===== config.mk =====
export PLATFORM = sky130hd
export DESIGN_NAME = stc_timer
export DESIGN_NICKNAME = d
export VERILOG_FILES = /design/src/hdl/stc_pkg.sv /design/src/hdl/stc_filter.sv /design/src/hdl/stc_timer.sv
export VERILOG_INCLUDE_DIRS = /design/src /design/src/hdl
export SDC_FILE = /design/constraint.sdc
export NUM_CORES = 1
export LEC_CHECK = 0
export ABC_AREA = 1
export BUFFER_PORTS_ARGS = -buffer_cell sky130_fd_sc_hd__buf_2
export CELL_PAD_IN_SITES_DETAIL_PLACEMENT = 0
export CELL_PAD_IN_SITES_GLOBAL_PLACEMENT = 1
export CORE_ASPECT_RATIO = 1.75
export CORE_MARGIN = 4
export CORE_UTILIZATION = 40
export DETAILED_ROUTE_END_ITERATION = 12
export PLACE_DENSITY = 0.91
export REMOVE_ABC_BUFFERS = 1
export SLEW_MARGIN = 0
export SYNTH_ARGS = -nofsm -noshare
export SYNTH_HDL_FRONTEND = slang
export SYNTH_SLANG_ARGS = --single-unit

===== constraint.sdc =====
create_clock -name clock -period 2.89 [get_ports clock]
set_input_delay 0.289 -clock clock [delete_from_list [all_inputs] [get_ports clock]]
set_output_delay 0.289 -clock clock [all_outputs]
set_load 0.05 [all_outputs]

===== src/hdl/stc_params.svh =====
// Offsets, field positions, reset values and timing counts of the 16-bit timer/counter.
// Assumes the block clock is the high-frequency system clock fc.
`ifndef STC_PARAMS_SVH
`define STC_PARAMS_SVH

// ----------------------------------------------------------------
// Register byte offsets on the bus
// ----------------------------------------------------------------
`define STC_ADDR_CTRL 8'h00
`define STC_ADDR_PERIOD 8'h04
`define STC_ADDR_CAPTURE 8'h08
`define STC_ADDR_EXTINT 8'h0c
`define STC_ADDR_SYSCTL 8'h10
`define STC_ADDR_STATUS 8'h14

// ----------------------------------------------------------------
// Field positions
// ----------------------------------------------------------------
`define STC_CTRL_MODE_TOP 7
`define STC_CTRL_SCAP 6
`define STC_CTRL_START_HI 5
`define STC_CTRL_START_LO 4
`define STC_CTRL_CLK_HI 3
`define STC_CTRL_CLK_LO 2
`define STC_CTRL_MODE_HI 1
`define STC_CTRL_MODE_LO 0
`define STC_EXT_EDGE_BIT 2
`define STC_SYS_DV7_BIT 0
`define STC_SYS_SLOW_BIT 1
`define STC_STAT_RUN_BIT 16
`define STC_STAT_WAIT_BIT 17

// ----------------------------------------------------------------
// Reset values and start field codes
// ----------------------------------------------------------------
`define STC_MODE_RESET 3'h0
`define STC_CLK_RESET 2'h0
`define STC_START_RESET 2'h0
`define STC_START_STOP 2'h0
`define STC_START_CMD 2'h1

// ----------------------------------------------------------------
// Timing
// ----------------------------------------------------------------
`define STC_CLOCK_MHZ 25
`define STC_FC_DIV_W 11
`define STC_FC_DIV_HI 11
`define STC_FC_DIV_MID 7
`define STC_FC_DIV_LO 3
`define STC_FS_DIV 3
`define STC_REJECT_FC 7
`define STC_ACCEPT_FC 24
`define STC_FILT_CYCLES ((`STC_REJECT_FC + `STC_ACCEPT_FC + 1) / 2)
`define STC_FILT_W 5

`endif


===== src/hdl/stc_pkg.sv =====
// Types shared by the 16-bit timer/counter files.
// Assumes nothing of its surroundings.
package stc_pkg;

	// ----------------------------------------------------------------
	// Counter states and operating modes
	// ----------------------------------------------------------------
	typedef enum logic [2:0] {
		STC_ST_STOP = 3'b001,
		STC_ST_WAIT = 3'b010,
		STC_ST_RUN = 3'b100
	} stc_state_t;

	typedef enum logic [2:0] {
		STC_MODE_TIMER = 3'h0,
		STC_MODE_EXTTRIG = 3'h1,
		STC_MODE_EVENT = 3'h2,
		STC_MODE_WINDOW = 3'h3,
		STC_MODE_PULSEW = 3'h4,
		STC_MODE_PULSEGEN = 3'h5
	} stc_mode_t;

endpackage


===== src/hdl/stc_filter.sv =====
// Noise filter and edge detector for the counter input pin.
// Assumes the pin is synchronous to clock and clock is fc.
`timescale 1ns/100ps
`include "stc_params.svh"

module stc_filter (
	input wire logic clock,
	input wire logic nrst,
	input wire logic pin,
	input wire logic bypass,
	output logic level,
	output logic rise,
	output logic fall
);

	logic [`STC_FILT_W-1:0] cnt_reg;
	logic [`STC_FILT_W-1:0] cnt_next;
	logic level_reg;
	logic level_next;
	logic rise_reg;
	logic rise_next;
	logic fall_reg;
	logic fall_next;
	logic accept;

	// Unless bypass is set, a new level is taken only once the pin has differed for the whole filter
	// time; shorter pulses restart the count and are lost.
	always_comb begin
		cnt_next = '0;
		level_next = level_reg;
		rise_next = 1'b0;
		fall_next = 1'b0;
		accept = bypass || (cnt_reg == `STC_FILT_W'(`STC_FILT_CYCLES - 1));
		if (pin != level_reg) begin
			if (accept) begin
				level_next = pin;
				rise_next = pin;
				fall_next = !pin;
			end else begin
				cnt_next = cnt_reg + `STC_FILT_W'(1);
			end
		end
	end

	always_ff @(posedge clock) begin
		if (!nrst) begin
			cnt_reg <= '0;
			level_reg <= 1'b0;
			rise_reg <= 1'b0;
			fall_reg <= 1'b0;
		end else begin
			cnt_reg <= cnt_next;
			level_reg <= level_next;
			rise_reg <= rise_next;
			fall_reg <= fall_next;
		end
	end

	assign level = level_reg;
	assign rise = rise_reg;
	assign fall = fall_reg;

endmodule


===== src/hdl/stc_timer.sv =====
// 16-bit timer/counter with period compare, software capture and a pin input.
// Assumes an AHB-Lite master on the bus, clock as fc and fs_tick as one pulse per fs period.
//
// Decided for this implementation: register access over AHB-Lite and the address map.
`timescale 1ns/100ps
`include "stc_params.svh"

module stc_timer
	import stc_pkg::*;
(
	input wire logic clock,
	input wire logic nrst,
	input wire logic hsel,
	input wire logic [31:0] haddr,
	input wire logic [1:0] htrans,
	input wire logic hwrite,
	input wire logic [2:0] hsize,
	input wire logic [31:0] hwdata,
	input wire logic hready,
	output logic hreadyout,
	output logic hresp,
	output logic [31:0] hrdata,
	input wire logic fs_tick,
	input wire logic counter_input_pin,
	output logic match_interrupt
);

	// ----------------------------------------------------------------
	// Declarations
	// ----------------------------------------------------------------
	logic addr_phase;
	logic wr_pend_reg;
	logic wr_pend_next;
	logic [7:0] wr_addr_reg;
	logic [7:0] wr_addr_next;
	logic [31:0] rdata_reg;
	logic [31:0] rdata_next;
	logic wr_ctrl;
	logic [2:0] wr_mode;

	stc_mode_t mode_reg;
	stc_mode_t mode_next;
	logic [1:0] clk_sel_reg;
	logic [1:0] clk_sel_next;
	logic [1:0] start_reg;
	logic [1:0] start_next;
	logic edge_stop_reg;
	logic edge_stop_next;
	logic edge_sel_reg;
	logic edge_sel_next;
	logic dv7_reg;
	logic dv7_next;
	logic slow_reg;
	logic slow_next;

	logic [`STC_FC_DIV_W-1:0] fc_div_reg;
	logic [`STC_FC_DIV_W-1:0] fc_div_next;
	logic [`STC_FS_DIV-1:0] fs_div_reg;
	logic [`STC_FS_DIV-1:0] fs_div_next;
	logic fs_t3;
	logic tick_int;

	logic filt_level;
	logic filt_rise;
	logic filt_fall;
	logic trig_edge;
	logic opp_edge;
	logic gate_on;

	stc_state_t state_reg;
	stc_state_t state_next;
	logic [15:0] cnt_reg;
	logic [15:0] cnt_next;
	logic [15:0] period_reg;
	logic [15:0] period_next;
	logic [15:0] capture_reg;
	logic [15:0] capture_next;
	logic match_reg;
	logic match_next;
	logic count_en;

	// ----------------------------------------------------------------
	// Bus slave
	// ----------------------------------------------------------------
	// Zero wait states: read data are picked in the address phase and held in a
	// flip-flop for the data phase; writes are applied from the data phase.
	assign addr_phase = hsel && hready && htrans[1];

	always_comb begin
		wr_pend_next = addr_phase && hwrite;
		wr_addr_next = addr_phase ? haddr[7:0] : wr_addr_reg;
		rdata_next = 32'h0;
		if (addr_phase && !hwrite) begin
			unique case (haddr[7:0])
				`STC_ADDR_PERIOD: rdata_next = {16'h0, period_reg};
				`STC_ADDR_CAPTURE: rdata_next = {16'h0, capture_reg};
				`STC_ADDR_EXTINT: rdata_next[`STC_EXT_EDGE_BIT] = edge_sel_reg;
				`STC_ADDR_SYSCTL: begin
					rdata_next[`STC_SYS_DV7_BIT] = dv7_reg;
					rdata_next[`STC_SYS_SLOW_BIT] = slow_reg;
				end
				`STC_ADDR_STATUS: begin
					rdata_next[15:0] = cnt_reg;
					rdata_next[`STC_STAT_RUN_BIT] = (state_reg == STC_ST_RUN);
					rdata_next[`STC_STAT_WAIT_BIT] = (state_reg == STC_ST_WAIT);
				end
				default: rdata_next = 32'h0;
			endcase
		end
	end

	always_ff @(posedge clock) begin
		if (!nrst) begin
			wr_pend_reg <= 1'b0;
			wr_addr_reg <= 8'h00;
			rdata_reg <= 32'h0;
		end else begin
			wr_pend_reg <= wr_pend_next;
			wr_addr_reg <= wr_addr_next;
			rdata_reg <= rdata_next;
		end
	end

	assign hreadyout = 1'b1;
	assign hresp = 1'b0;
	assign hrdata = rdata_reg;
	assign wr_ctrl = wr_pend_reg && (wr_addr_reg == `STC_ADDR_CTRL);
	assign wr_mode = {hwdata[`STC_CTRL_MODE_TOP], hwdata[`STC_CTRL_MODE_HI:`STC_CTRL_MODE_LO]};

	// ----------------------------------------------------------------
	// Control and configuration registers
	// ----------------------------------------------------------------
	// The control word is replaced whole on every write; the capture bit is a
	// command in counting modes and the edge-stop option in trigger mode.
	always_comb begin
		mode_next = mode_reg;
		clk_sel_next = clk_sel_reg;
		start_next = start_reg;
		edge_stop_next = edge_stop_reg;
		edge_sel_next = edge_sel_reg;
		dv7_next = dv7_reg;
		slow_next = slow_reg;
		if (wr_ctrl) begin
			mode_next = stc_mode_t'(wr_mode);
			clk_sel_next = hwdata[`STC_CTRL_CLK_HI:`STC_CTRL_CLK_LO];
			start_next = hwdata[`STC_CTRL_START_HI:`STC_CTRL_START_LO];
			edge_stop_next = hwdata[`STC_CTRL_SCAP];
		end
		if (wr_pend_reg && (wr_addr_reg == `STC_ADDR_EXTINT)) begin
			edge_sel_next = hwdata[`STC_EXT_EDGE_BIT];
		end
		if (wr_pend_reg && (wr_addr_reg == `STC_ADDR_SYSCTL)) begin
			dv7_next = hwdata[`STC_SYS_DV7_BIT];
			slow_next = hwdata[`STC_SYS_SLOW_BIT];
		end
	end

	always_ff @(posedge clock) begin
		if (!nrst) begin
			mode_reg <= stc_mode_t'(`STC_MODE_RESET);
			clk_sel_reg <= `STC_CLK_RESET;
			start_reg <= `STC_START_RESET;
			edge_stop_reg <= 1'b0;
			edge_sel_reg <= 1'b0;
			dv7_reg <= 1'b0;
			slow_reg <= 1'b0;
		end else begin
			mode_reg <= mode_next;
			clk_sel_reg <= clk_sel_next;
			start_reg <= start_next;
			edge_stop_reg <= edge_stop_next;
			edge_sel_reg <= edge_sel_next;
			dv7_reg <= dv7_next;
			slow_reg <= slow_next;
		end
	end

	// ----------------------------------------------------------------
	// Source clock dividers
	// ----------------------------------------------------------------
	always_comb begin
		fc_div_next = fc_div_reg + `STC_FC_DIV_W'(1);
		fs_div_next = fs_tick ? fs_div_reg + `STC_FS_DIV'(1) : fs_div_reg;
		fs_t3 = fs_tick && (&fs_div_reg);
		if (slow_reg) begin
			tick_int = fs_t3;
		end else begin
			unique case (clk_sel_reg)
				2'h0: tick_int = dv7_reg ? fs_t3 : (&fc_div_reg[`STC_FC_DIV_HI-1:0]);
				2'h1: tick_int = &fc_div_reg[`STC_FC_DIV_MID-1:0];
				default: tick_int = &fc_div_reg[`STC_FC_DIV_LO-1:0];
			endcase
		end
	end

	always_ff @(posedge clock) begin
		if (!nrst) begin
			fc_div_reg <= '0;
			fs_div_reg <= '0;
		end else begin
			fc_div_reg <= fc_div_next;
			fs_div_reg <= fs_div_next;
		end
	end

	// ----------------------------------------------------------------
	// Pin input
	// ----------------------------------------------------------------
	stc_filter u_filter (
		.clock(clock),
		.nrst(nrst),
		.pin(counter_input_pin),
		.bypass(slow_reg),
		.level(filt_level),
		.rise(filt_rise),
		.fall(filt_fall)
	);

	assign trig_edge = edge_sel_reg ? filt_fall : filt_rise;
	assign opp_edge = edge_sel_reg ? filt_rise : filt_fall;
	assign gate_on = filt_level ^ edge_sel_reg;

	// ----------------------------------------------------------------
	// Counter, compare and capture
	// ----------------------------------------------------------------
	always_comb begin
		unique case (mode_reg)
			STC_MODE_TIMER: count_en = tick_int;
			STC_MODE_EXTTRIG: count_en = tick_int;
			STC_MODE_EVENT: count_en = trig_edge;
			STC_MODE_WINDOW: count_en = tick_int && gate_on;
			default: count_en = 1'b0;
		endcase
	end

	always_comb begin
		state_next = state_reg;
		cnt_next = cnt_reg;
		match_next = 1'b0;
		period_next = period_reg;
		capture_next = capture_reg;
		unique case (state_reg)
			STC_ST_STOP: state_next = STC_ST_STOP;
			STC_ST_WAIT: begin
				if (trig_edge) begin
					state_next = STC_ST_RUN;
				end
			end
			STC_ST_RUN: begin
				if (count_en) begin
					if (cnt_reg == period_reg) begin
						cnt_next = 16'h0;
						match_next = 1'b1;
						if (mode_reg == STC_MODE_EXTTRIG) begin
							state_next = STC_ST_WAIT;
						end
					end else begin
						cnt_next = cnt_reg + 16'h1;
					end
				end
				// In trigger mode, trigger edges during a run fall through here unused; event mode counts them above.
				if ((mode_reg == STC_MODE_EXTTRIG) && edge_stop_reg && opp_edge) begin
					cnt_next = 16'h0;
					state_next = STC_ST_WAIT;
				end
			end
		endcase
		if (wr_ctrl) begin
			if (hwdata[`STC_CTRL_START_HI:`STC_CTRL_START_LO] == `STC_START_STOP) begin
				state_next = STC_ST_STOP;
				cnt_next = 16'h0;
			end else if (state_reg == STC_ST_STOP) begin
				cnt_next = 16'h0;
				if (hwdata[`STC_CTRL_START_HI] || (wr_mode == STC_MODE_EXTTRIG)) begin
					state_next = STC_ST_WAIT;
				end else begin
					state_next = STC_ST_RUN;
				end
			end
			if (hwdata[`STC_CTRL_SCAP] && ((wr_mode == STC_MODE_TIMER)
					|| (wr_mode == STC_MODE_EVENT) || (wr_mode == STC_MODE_WINDOW))) begin
				capture_next = cnt_reg;
			end
		end
		if (wr_pend_reg && (wr_addr_reg == `STC_ADDR_PERIOD)) begin
			period_next = hwdata[15:0];
		end
	end

	always_ff @(posedge clock) begin
		if (!nrst) begin
			state_reg <= STC_ST_STOP;
			cnt_reg <= 16'h0;
			match_reg <= 1'b0;
		end else begin
			state_reg <= state_next;
			cnt_reg <= cnt_next;
			match_reg <= match_next;
		end
	end

	// Period and capture keep their contents through reset.
	always_ff @(posedge clock) begin
		period_reg <= period_next;
		capture_reg <= capture_next;
	end

	assign match_interrupt = match_reg;

endmodule


Word level (Yosys, flattened, before mapping):

Index checks and enable logic that the tools add are counted.

* output and inout port bits: 35
* input bits: 76
* register bits: 124
* word-level logic and storage cells: 111

* muxes and demuxes: 27
* add/sub/neg operators: 4
* bitwise logic cells: 3
* reduce and logical (&&, ||, !) cells: 35
* eq/ne operators: 21

Operators by type and width (count)
* $mux W16: 7
* $pmux W15 S3: 1
* $mux W3: 9
* $eq A8 B4 Y1 const B: 3
* $eq A8 B5 Y1 const B: 3
* $add A16 B1 Y16 const B: 1
* $eq A16 B16 Y1: 1
* $eq A8 B3 Y1 const B: 2
* $eq A3 B2 Y1 const B: 5
* $logic_and A1 B1 Y1: 13
* $reduce_and A3 Y1: 4
* $add A11 B1 Y11 const B: 1
* $reduce_and A11 Y1: 1
* $eq A3 B1 Y1 const B: 3
* $pmux W3 S3: 1
* $logic_not A8 Y1: 1
* $pmux W2 S4: 1
* $reduce_and A7 Y1: 1
* $logic_not A3 Y1: 2
* $reduce_and A2 Y1: 3
* $add A5 B1 Y5 const B: 1
* $eq A5 B4 Y1 const B: 1
* $mux W1: 5
* $logic_not A2 Y1: 2
* other kinds (13): 18

Longest topological paths before layout:

* depth after elaboration: 13
* depth in mapped cells: 18
* depth with buffers taken out: 17

By module:

Synthesis repeated with hierarchy kept, for this count alone.

* cell total of the unflattened synthesis: 653
* area, all modules: 5347.6 um^2

Modules (own cells, without submodules)
* stc_timer: instances 1, seq. area each 2362.3 um^2, cells each 615, area each 5017.3 um^2
* stc_filter: instances 1, seq. area each 160.2 um^2, cells each 38, area each 330.3 um^2

Least setup slack after synthesis:

Ideal clock, no wire load.

* kind: flip-flop to flip-flop
* from: register wr_addr_reg[0]
* to: register capture_reg[0], enable pin
* setup time: 0.409 ns
* data arrival time: 2.124 ns
* cell stages (with the launch flop): 8
* path slack: 0.357 ns
* path buffers: 0
* clock period less this slack: 2.533 ns
* data required time: 2.481 ns
* cell sequence: dfxtp_1 -> nor2_1 -> nand2_1 -> nor2_1 -> inv_1 -> nor2_2 -> nand2_1 -> nor3_1

* longest elaborated chain between the ends: 3

RTL lines
* from (decl): RTL line stc_timer.sv:34 `logic [7:0] wr_addr_reg;`
* from (signal assigned): RTL line stc_timer.sv:119 `wr_addr_reg <= wr_addr_next;`
* $logic_not A8 Y1 (no line)
* $logic_and A1 B1 Y1: RTL line stc_timer.sv:127 `` assign wr_ctrl = wr_pend_reg && (wr_addr_reg == `STC_ADDR_CTRL); ``
* $reduce_and A2 Y1 (no line)
* to (signal assigned): RTL line stc_timer.sv:305 `capture_reg <= capture_next;`
* to (decl): RTL line stc_timer.sv:76 `logic [15:0] capture_reg;`

No other way between the ends.
A chain may end at the register's enable or synchronous reset.

Worst setup path after layout:

* from: register fc_div_reg[0]
* to: register cnt_reg[15]

* longest elaborated chain between the ends: 12
* elaborated cells between the ends (all ways): 14
* those cells by class: mux: 10; reduce/logical: 4

RTL lines
* from (decl): RTL line stc_timer.sv:56 `` logic [`STC_FC_DIV_W-1:0] fc_div_reg; ``
* from (signal assigned): RTL line stc_timer.sv:201 `fc_div_reg <= fc_div_next;`
* $reduce_and A11 Y1: RTL line stc_timer.sv:189 `` 2'h0: tick_int = dv7_reg ? fs_t3 : (&fc_div_reg[`STC_FC_DIV_HI-1:0]); ``
* $mux W1: RTL line stc_timer.sv:189
* $pmux W1 S2 *: RTL line stc_timer.sv:188 `unique case (clk_sel_reg)`
* $mux W1 *: RTL line stc_timer.sv:185 `if (slow_reg) begin`
* $logic_and A1 B1 Y1: RTL line stc_timer.sv:231 `STC_MODE_WINDOW: count_en = tick_int && gate_on;`
* $pmux W1 S3 *: RTL line stc_timer.sv:227 `unique case (mode_reg)`
* $mux W16 *: RTL line stc_timer.sv:250 `if (count_en) begin`
* $mux W16 *: RTL line stc_timer.sv:262 `if ((mode_reg == STC_MODE_EXTTRIG) && edge_stop_reg && opp_edge) begin`
* $mux W16 *: RTL line stc_timer.sv:242 `unique case (state_reg)`
* $mux W16: RTL line stc_timer.sv:272 `end else if (state_reg == STC_ST_STOP) begin`
* $mux W16: RTL line stc_timer.sv:269 `` if (hwdata[`STC_CTRL_START_HI:`STC_CTRL_START_LO] == `STC_START_STOP) begin ``
* $mux W16 *: RTL line stc_timer.sv:268 `if (wr_ctrl) begin`
* to (signal assigned): RTL line stc_timer.sv:297 `cnt_reg <= cnt_next;`
* to (decl): RTL line stc_timer.sv:72 `logic [15:0] cnt_reg;`

Every way passes the cells marked *; elsewhere a longest branch is shown, timed or not.

==> impl_metrics.py <==
metrics = {
    "clocking": {
        "worstSkewPairLatency_ns": 0.36,
        "root_buffer": "clkbuf_16",
        "ctsHoldBuffers": 0,
        "tritoncts": "built",
        "htreeDepth": 3,
        "cts_num_sinks": 110,
        "clk_pin_slew_ns": 0.08,
        "clockBufferDepth": 2,
        "cts_resized": 0,
        "cts_buffers": 9,
        "cts_post_setup_buffers_inserted": 0,
    },
    "pwr": {
        "p_leak_nw": 2.60,
        "cellPowerDensity_nw_per_um2": 491,
        "power_mw": 2.99,
        "ir_drop_mv": 0.281,
    },
    "worst_setup_path": {
        "path_class": "reg -> reg",
        "cp-end-kind": "flip-flop",
        "r2r-start": "fc_div_reg[0]$_SDFF_PN0_",
        "r2r-end": "cnt_reg[15]$_SDFF_PN0_",
        "reg2regPathDepth": 15,
        "worstPathMaxFanout": 20,
        "crit_path_start_kind": "flip-flop",
        "cp.required_ns": 3.16,
        "arrival_ns": 2.45,
        "reg2reg_slack_ns": 0.71,
    },
    "yosys": {
        "netlist_instances": 669,
        "yosysSeqAreaShare": 0.465,
        "synth-async-reset-ratio": 0,
        "synth_area_per_cell_um2": 8.10,
        "synth_edf_count": 32,
        "mappedNetlistArea_um2": 5420,
        "ys_warn_count": 0,
        "synth_cell_type_count": 49,
        "ys_ff_latch": 110,
        "synthFlopType": "dfxtp_1",
    },
    "global_routing": {
        "grt_start_max_net_pins": 23,
        "grt.overflow.total": 0,
        "grt_pass1_wl_mm": 21.2,
        "grt.total_usage": 0.178,
        "grt_pass1_vias": 4361,
        "antenna_found_initial": 0,
    },
    "route": {
        "drtIter0Drc": 259,
        "ant_nets": 0,
        "wl_per_cell_um": 14.8,
        "route.vias.total": 4553,
        "drcViolationCount": 0,
        "firstDrtPassIters": 4,
        "routed_via_density": 5.06,
        "routed_wl_mm": 13.3,
    },
    "sta": {
        "max_freq_mhz": 458,
        "hold_viol": 0,
        "min_period_ns": 2.18,
        "max_slew_margin": 0.480,
        "layout_setup_ws_ns": 0.707,
        "worst_slew_pin_slew_ns": 0.773,
        "clock_skew_ns": 0.00940,
        "rsz0062_at_grt": "no",
        "fin_tns_setup_ns": 0,
        "period_share": 0.755,
        "slew_viol_final": 0,
        "finalSetupViolCount": 0,
    },
    "layout": {
        "fin_area_um2": 6090,
        "drive_above_1_share": 0.163,
        "nets": 804,
        "area_growth_pct": 12.4,
        "largest_reg_flops": 18,
        "antennaDiodeCount": 0,
        "instances_no_fill": 900,
    },
    "outcome": {
        "status": "finished, final reports clean",
    },
    "run": {
        "cap_violations": 0,
    },
    "die": {
        "die_x_um": 96.0,
        "ios": 111,
        "die_area_um2": 15500,
        "fp.coreArea_um2": 13300,
        "start_util": 0.407,
        "die_h_um": 162,
        "fp-row-count": 56,
    },
    "hold_path": {
        "hold_path_depth": 1,
        "holdCritStartpoint": "hwdata[10]",
        "hold_class": "in -> reg",
        "whs_endpoint": "period_reg[10]$_DFFE_PP_",
    },
    "placement": {
        "pre_cts_ws_ns": 0.710,
        "dp.cells": 884,
        "dp_hpwl_mm": 9.66,
        "place.gp.congestion": 0.898,
        "placed_cell_area_um2": 5800,
        "place.port_buffers": 50,
    },
}
cell type report:
cell class                      instances  area [µm²]
Fill cell                            1380        7220
Sequential cell                       110        2520
Multi-Input combinational cell        438        2330
Inverter                               98         368
Timing Repair Buffer                   64         355
Clock buffer                           11         254
Tap cell                              174         218
Clock inverter                          5        38.8
logic make-up after synthesis:
kind of cell             share of synthesized area
adder cells (fa/ha/maj)                     0.0162
AND/OR/NAND/NOR                              0.263
AO/OA/AOI/OAI                                0.111
multiplexers                               0.00185
buffers and inverters                        0.115
other                                      0.00139
XOR/XNOR                                    0.0259
flip-flops                                   0.465
through the flow:
step / utilization / hold WS (ns)
2_1_floorplan: - / 0.368
3_3_place_gp: 0.436 / 0.433
3_5_place_dp: 0.436 / 0.440
4_1_cts: 0.458 / 0.0953
5_1_grt: 0.458 / 0.0928
6_report: 0.458 / 0.107
Yosys cell counts, types with 2 or more instances:
| library cell | n | area [µm²] |
|---|---|---|
| nand3_2 | 11 | 110 |
| xnor2_1 | 3 | 26.3 |
| nor2_4 | 2 | 22.5 |
| ha_1 | 7 | 87.6 |
| o22ai_1 | 13 | 81.3 |
| nand4_2 | 2 | 25.0 |
| buf_2 | 5 | 25.0 |
| nand4_1 | 28 | 175 |
| edfxtp_1 | 32 | 961 |
| a21oi_1 | 47 | 235 |
| nor3_1 | 27 | 135 |
| conb_1 | 2 | 7.51 |
| o21ai_0 | 23 | 115 |
| nor4_1 | 3 | 18.8 |
| nand2_1 | 113 | 424 |
| o21ai_1 | 10 | 50.1 |
| nand2_4 | 2 | 22.5 |
| inv_1 | 90 | 338 |
| dfxtp_1 | 78 | 1560 |
| a21oi_2 | 3 | 26.3 |
| a211oi_1 | 2 | 15.0 |
| xor2_1 | 13 | 114 |
| buf_4 | 20 | 150 |
| inv_2 | 7 | 26.3 |
| clkbuf_1 | 7 | 26.3 |
| nand2_2 | 2 | 12.5 |
| nor2_2 | 2 | 12.5 |
| nand3_1 | 37 | 185 |
| a221oi_1 | 3 | 26.3 |
| nor2_1 | 56 | 210 |
critical path, stage by stage, from the launching register on:
cell and delay [ns]:
dfxtp_1 0.35, ha_1 0.20, nand2_1 0.07, nor2_2 0.18, nand3_2 0.12, nand2_1 0.07, nand2_1 0.05, nand2_1 0.06
nand2_1 0.05, nand2_1 0.06, nand2_2 0.06, nand2_4 0.27, nand2_4 0.21, nand2_1 0.10, nand4_1 0.09, a21oi_1 0.15
per-layer routing:
layer / routed length (µm) / up-vias / track usage
met5: 0 / - / 0
met1: 4900 / 2103 / 0.184
met2: 7320 / 110 / 0.331
li1: - / 2300 / -
met4: 575 / 0 / 0.0848
met3: 491 / 40 / 0.0334
where the power goes:
part / leakage, nW / total (mW) / switching (mW) / internal, mW
Sequential: 0.890 / 1.61 / 0.0104 / 1.60
Clock: 0.142 / 1.22 / 0.579 / 0.644
Combinational: 1.56 / 0.159 / 0.118 / 0.0417
worst max path at each step:
stage | startpoint | end | slack, ns | cells past startpoint
6_report | fc_div_reg[0]$_SDFF_PN0_ | cnt_reg[15]$_SDFF_PN0_ | 0.71 | 15
3_5_place_dp | fc_div_reg[0]$_SDFF_PN0_ | cnt_reg[15]$_SDFF_PN0_ | 0.71 | 15
2_1_floorplan | wr_addr_reg[0]$_SDFFE_PN0P_ | capture_reg[0]$_DFFE_PP_ | 0.36 | 7
5_1_grt | fc_div_reg[0]$_SDFF_PN0_ | cnt_reg[12]$_SDFF_PN0_ | 0.46 | 15
4_1_cts | fc_div_reg[0]$_SDFF_PN0_ | cnt_reg[15]$_SDFF_PN0_ | 0.68 | 15
3_3_place_gp | fc_div_reg[0]$_SDFF_PN0_ | cnt_reg[5]$_SDFF_PN0_ | 0.75 | 15
cell usage in the layout (no fill, tap or decap), types with 25 or more instances in the layout:
cell / netlist / layout
edfxtp_1: 32 / 32
dfxtp_1: 78 / 78
inv_1: 90 / 90
nand3_1: 37 / 37
nand4_1: 28 / 28
nor3_1: 27 / 25
buf_2: 5 / 50
nor2_1: 56 / 56
a21oi_1: 47 / 47
nand2_1: 113 / 113
Power figures use the tool's default switching activity.
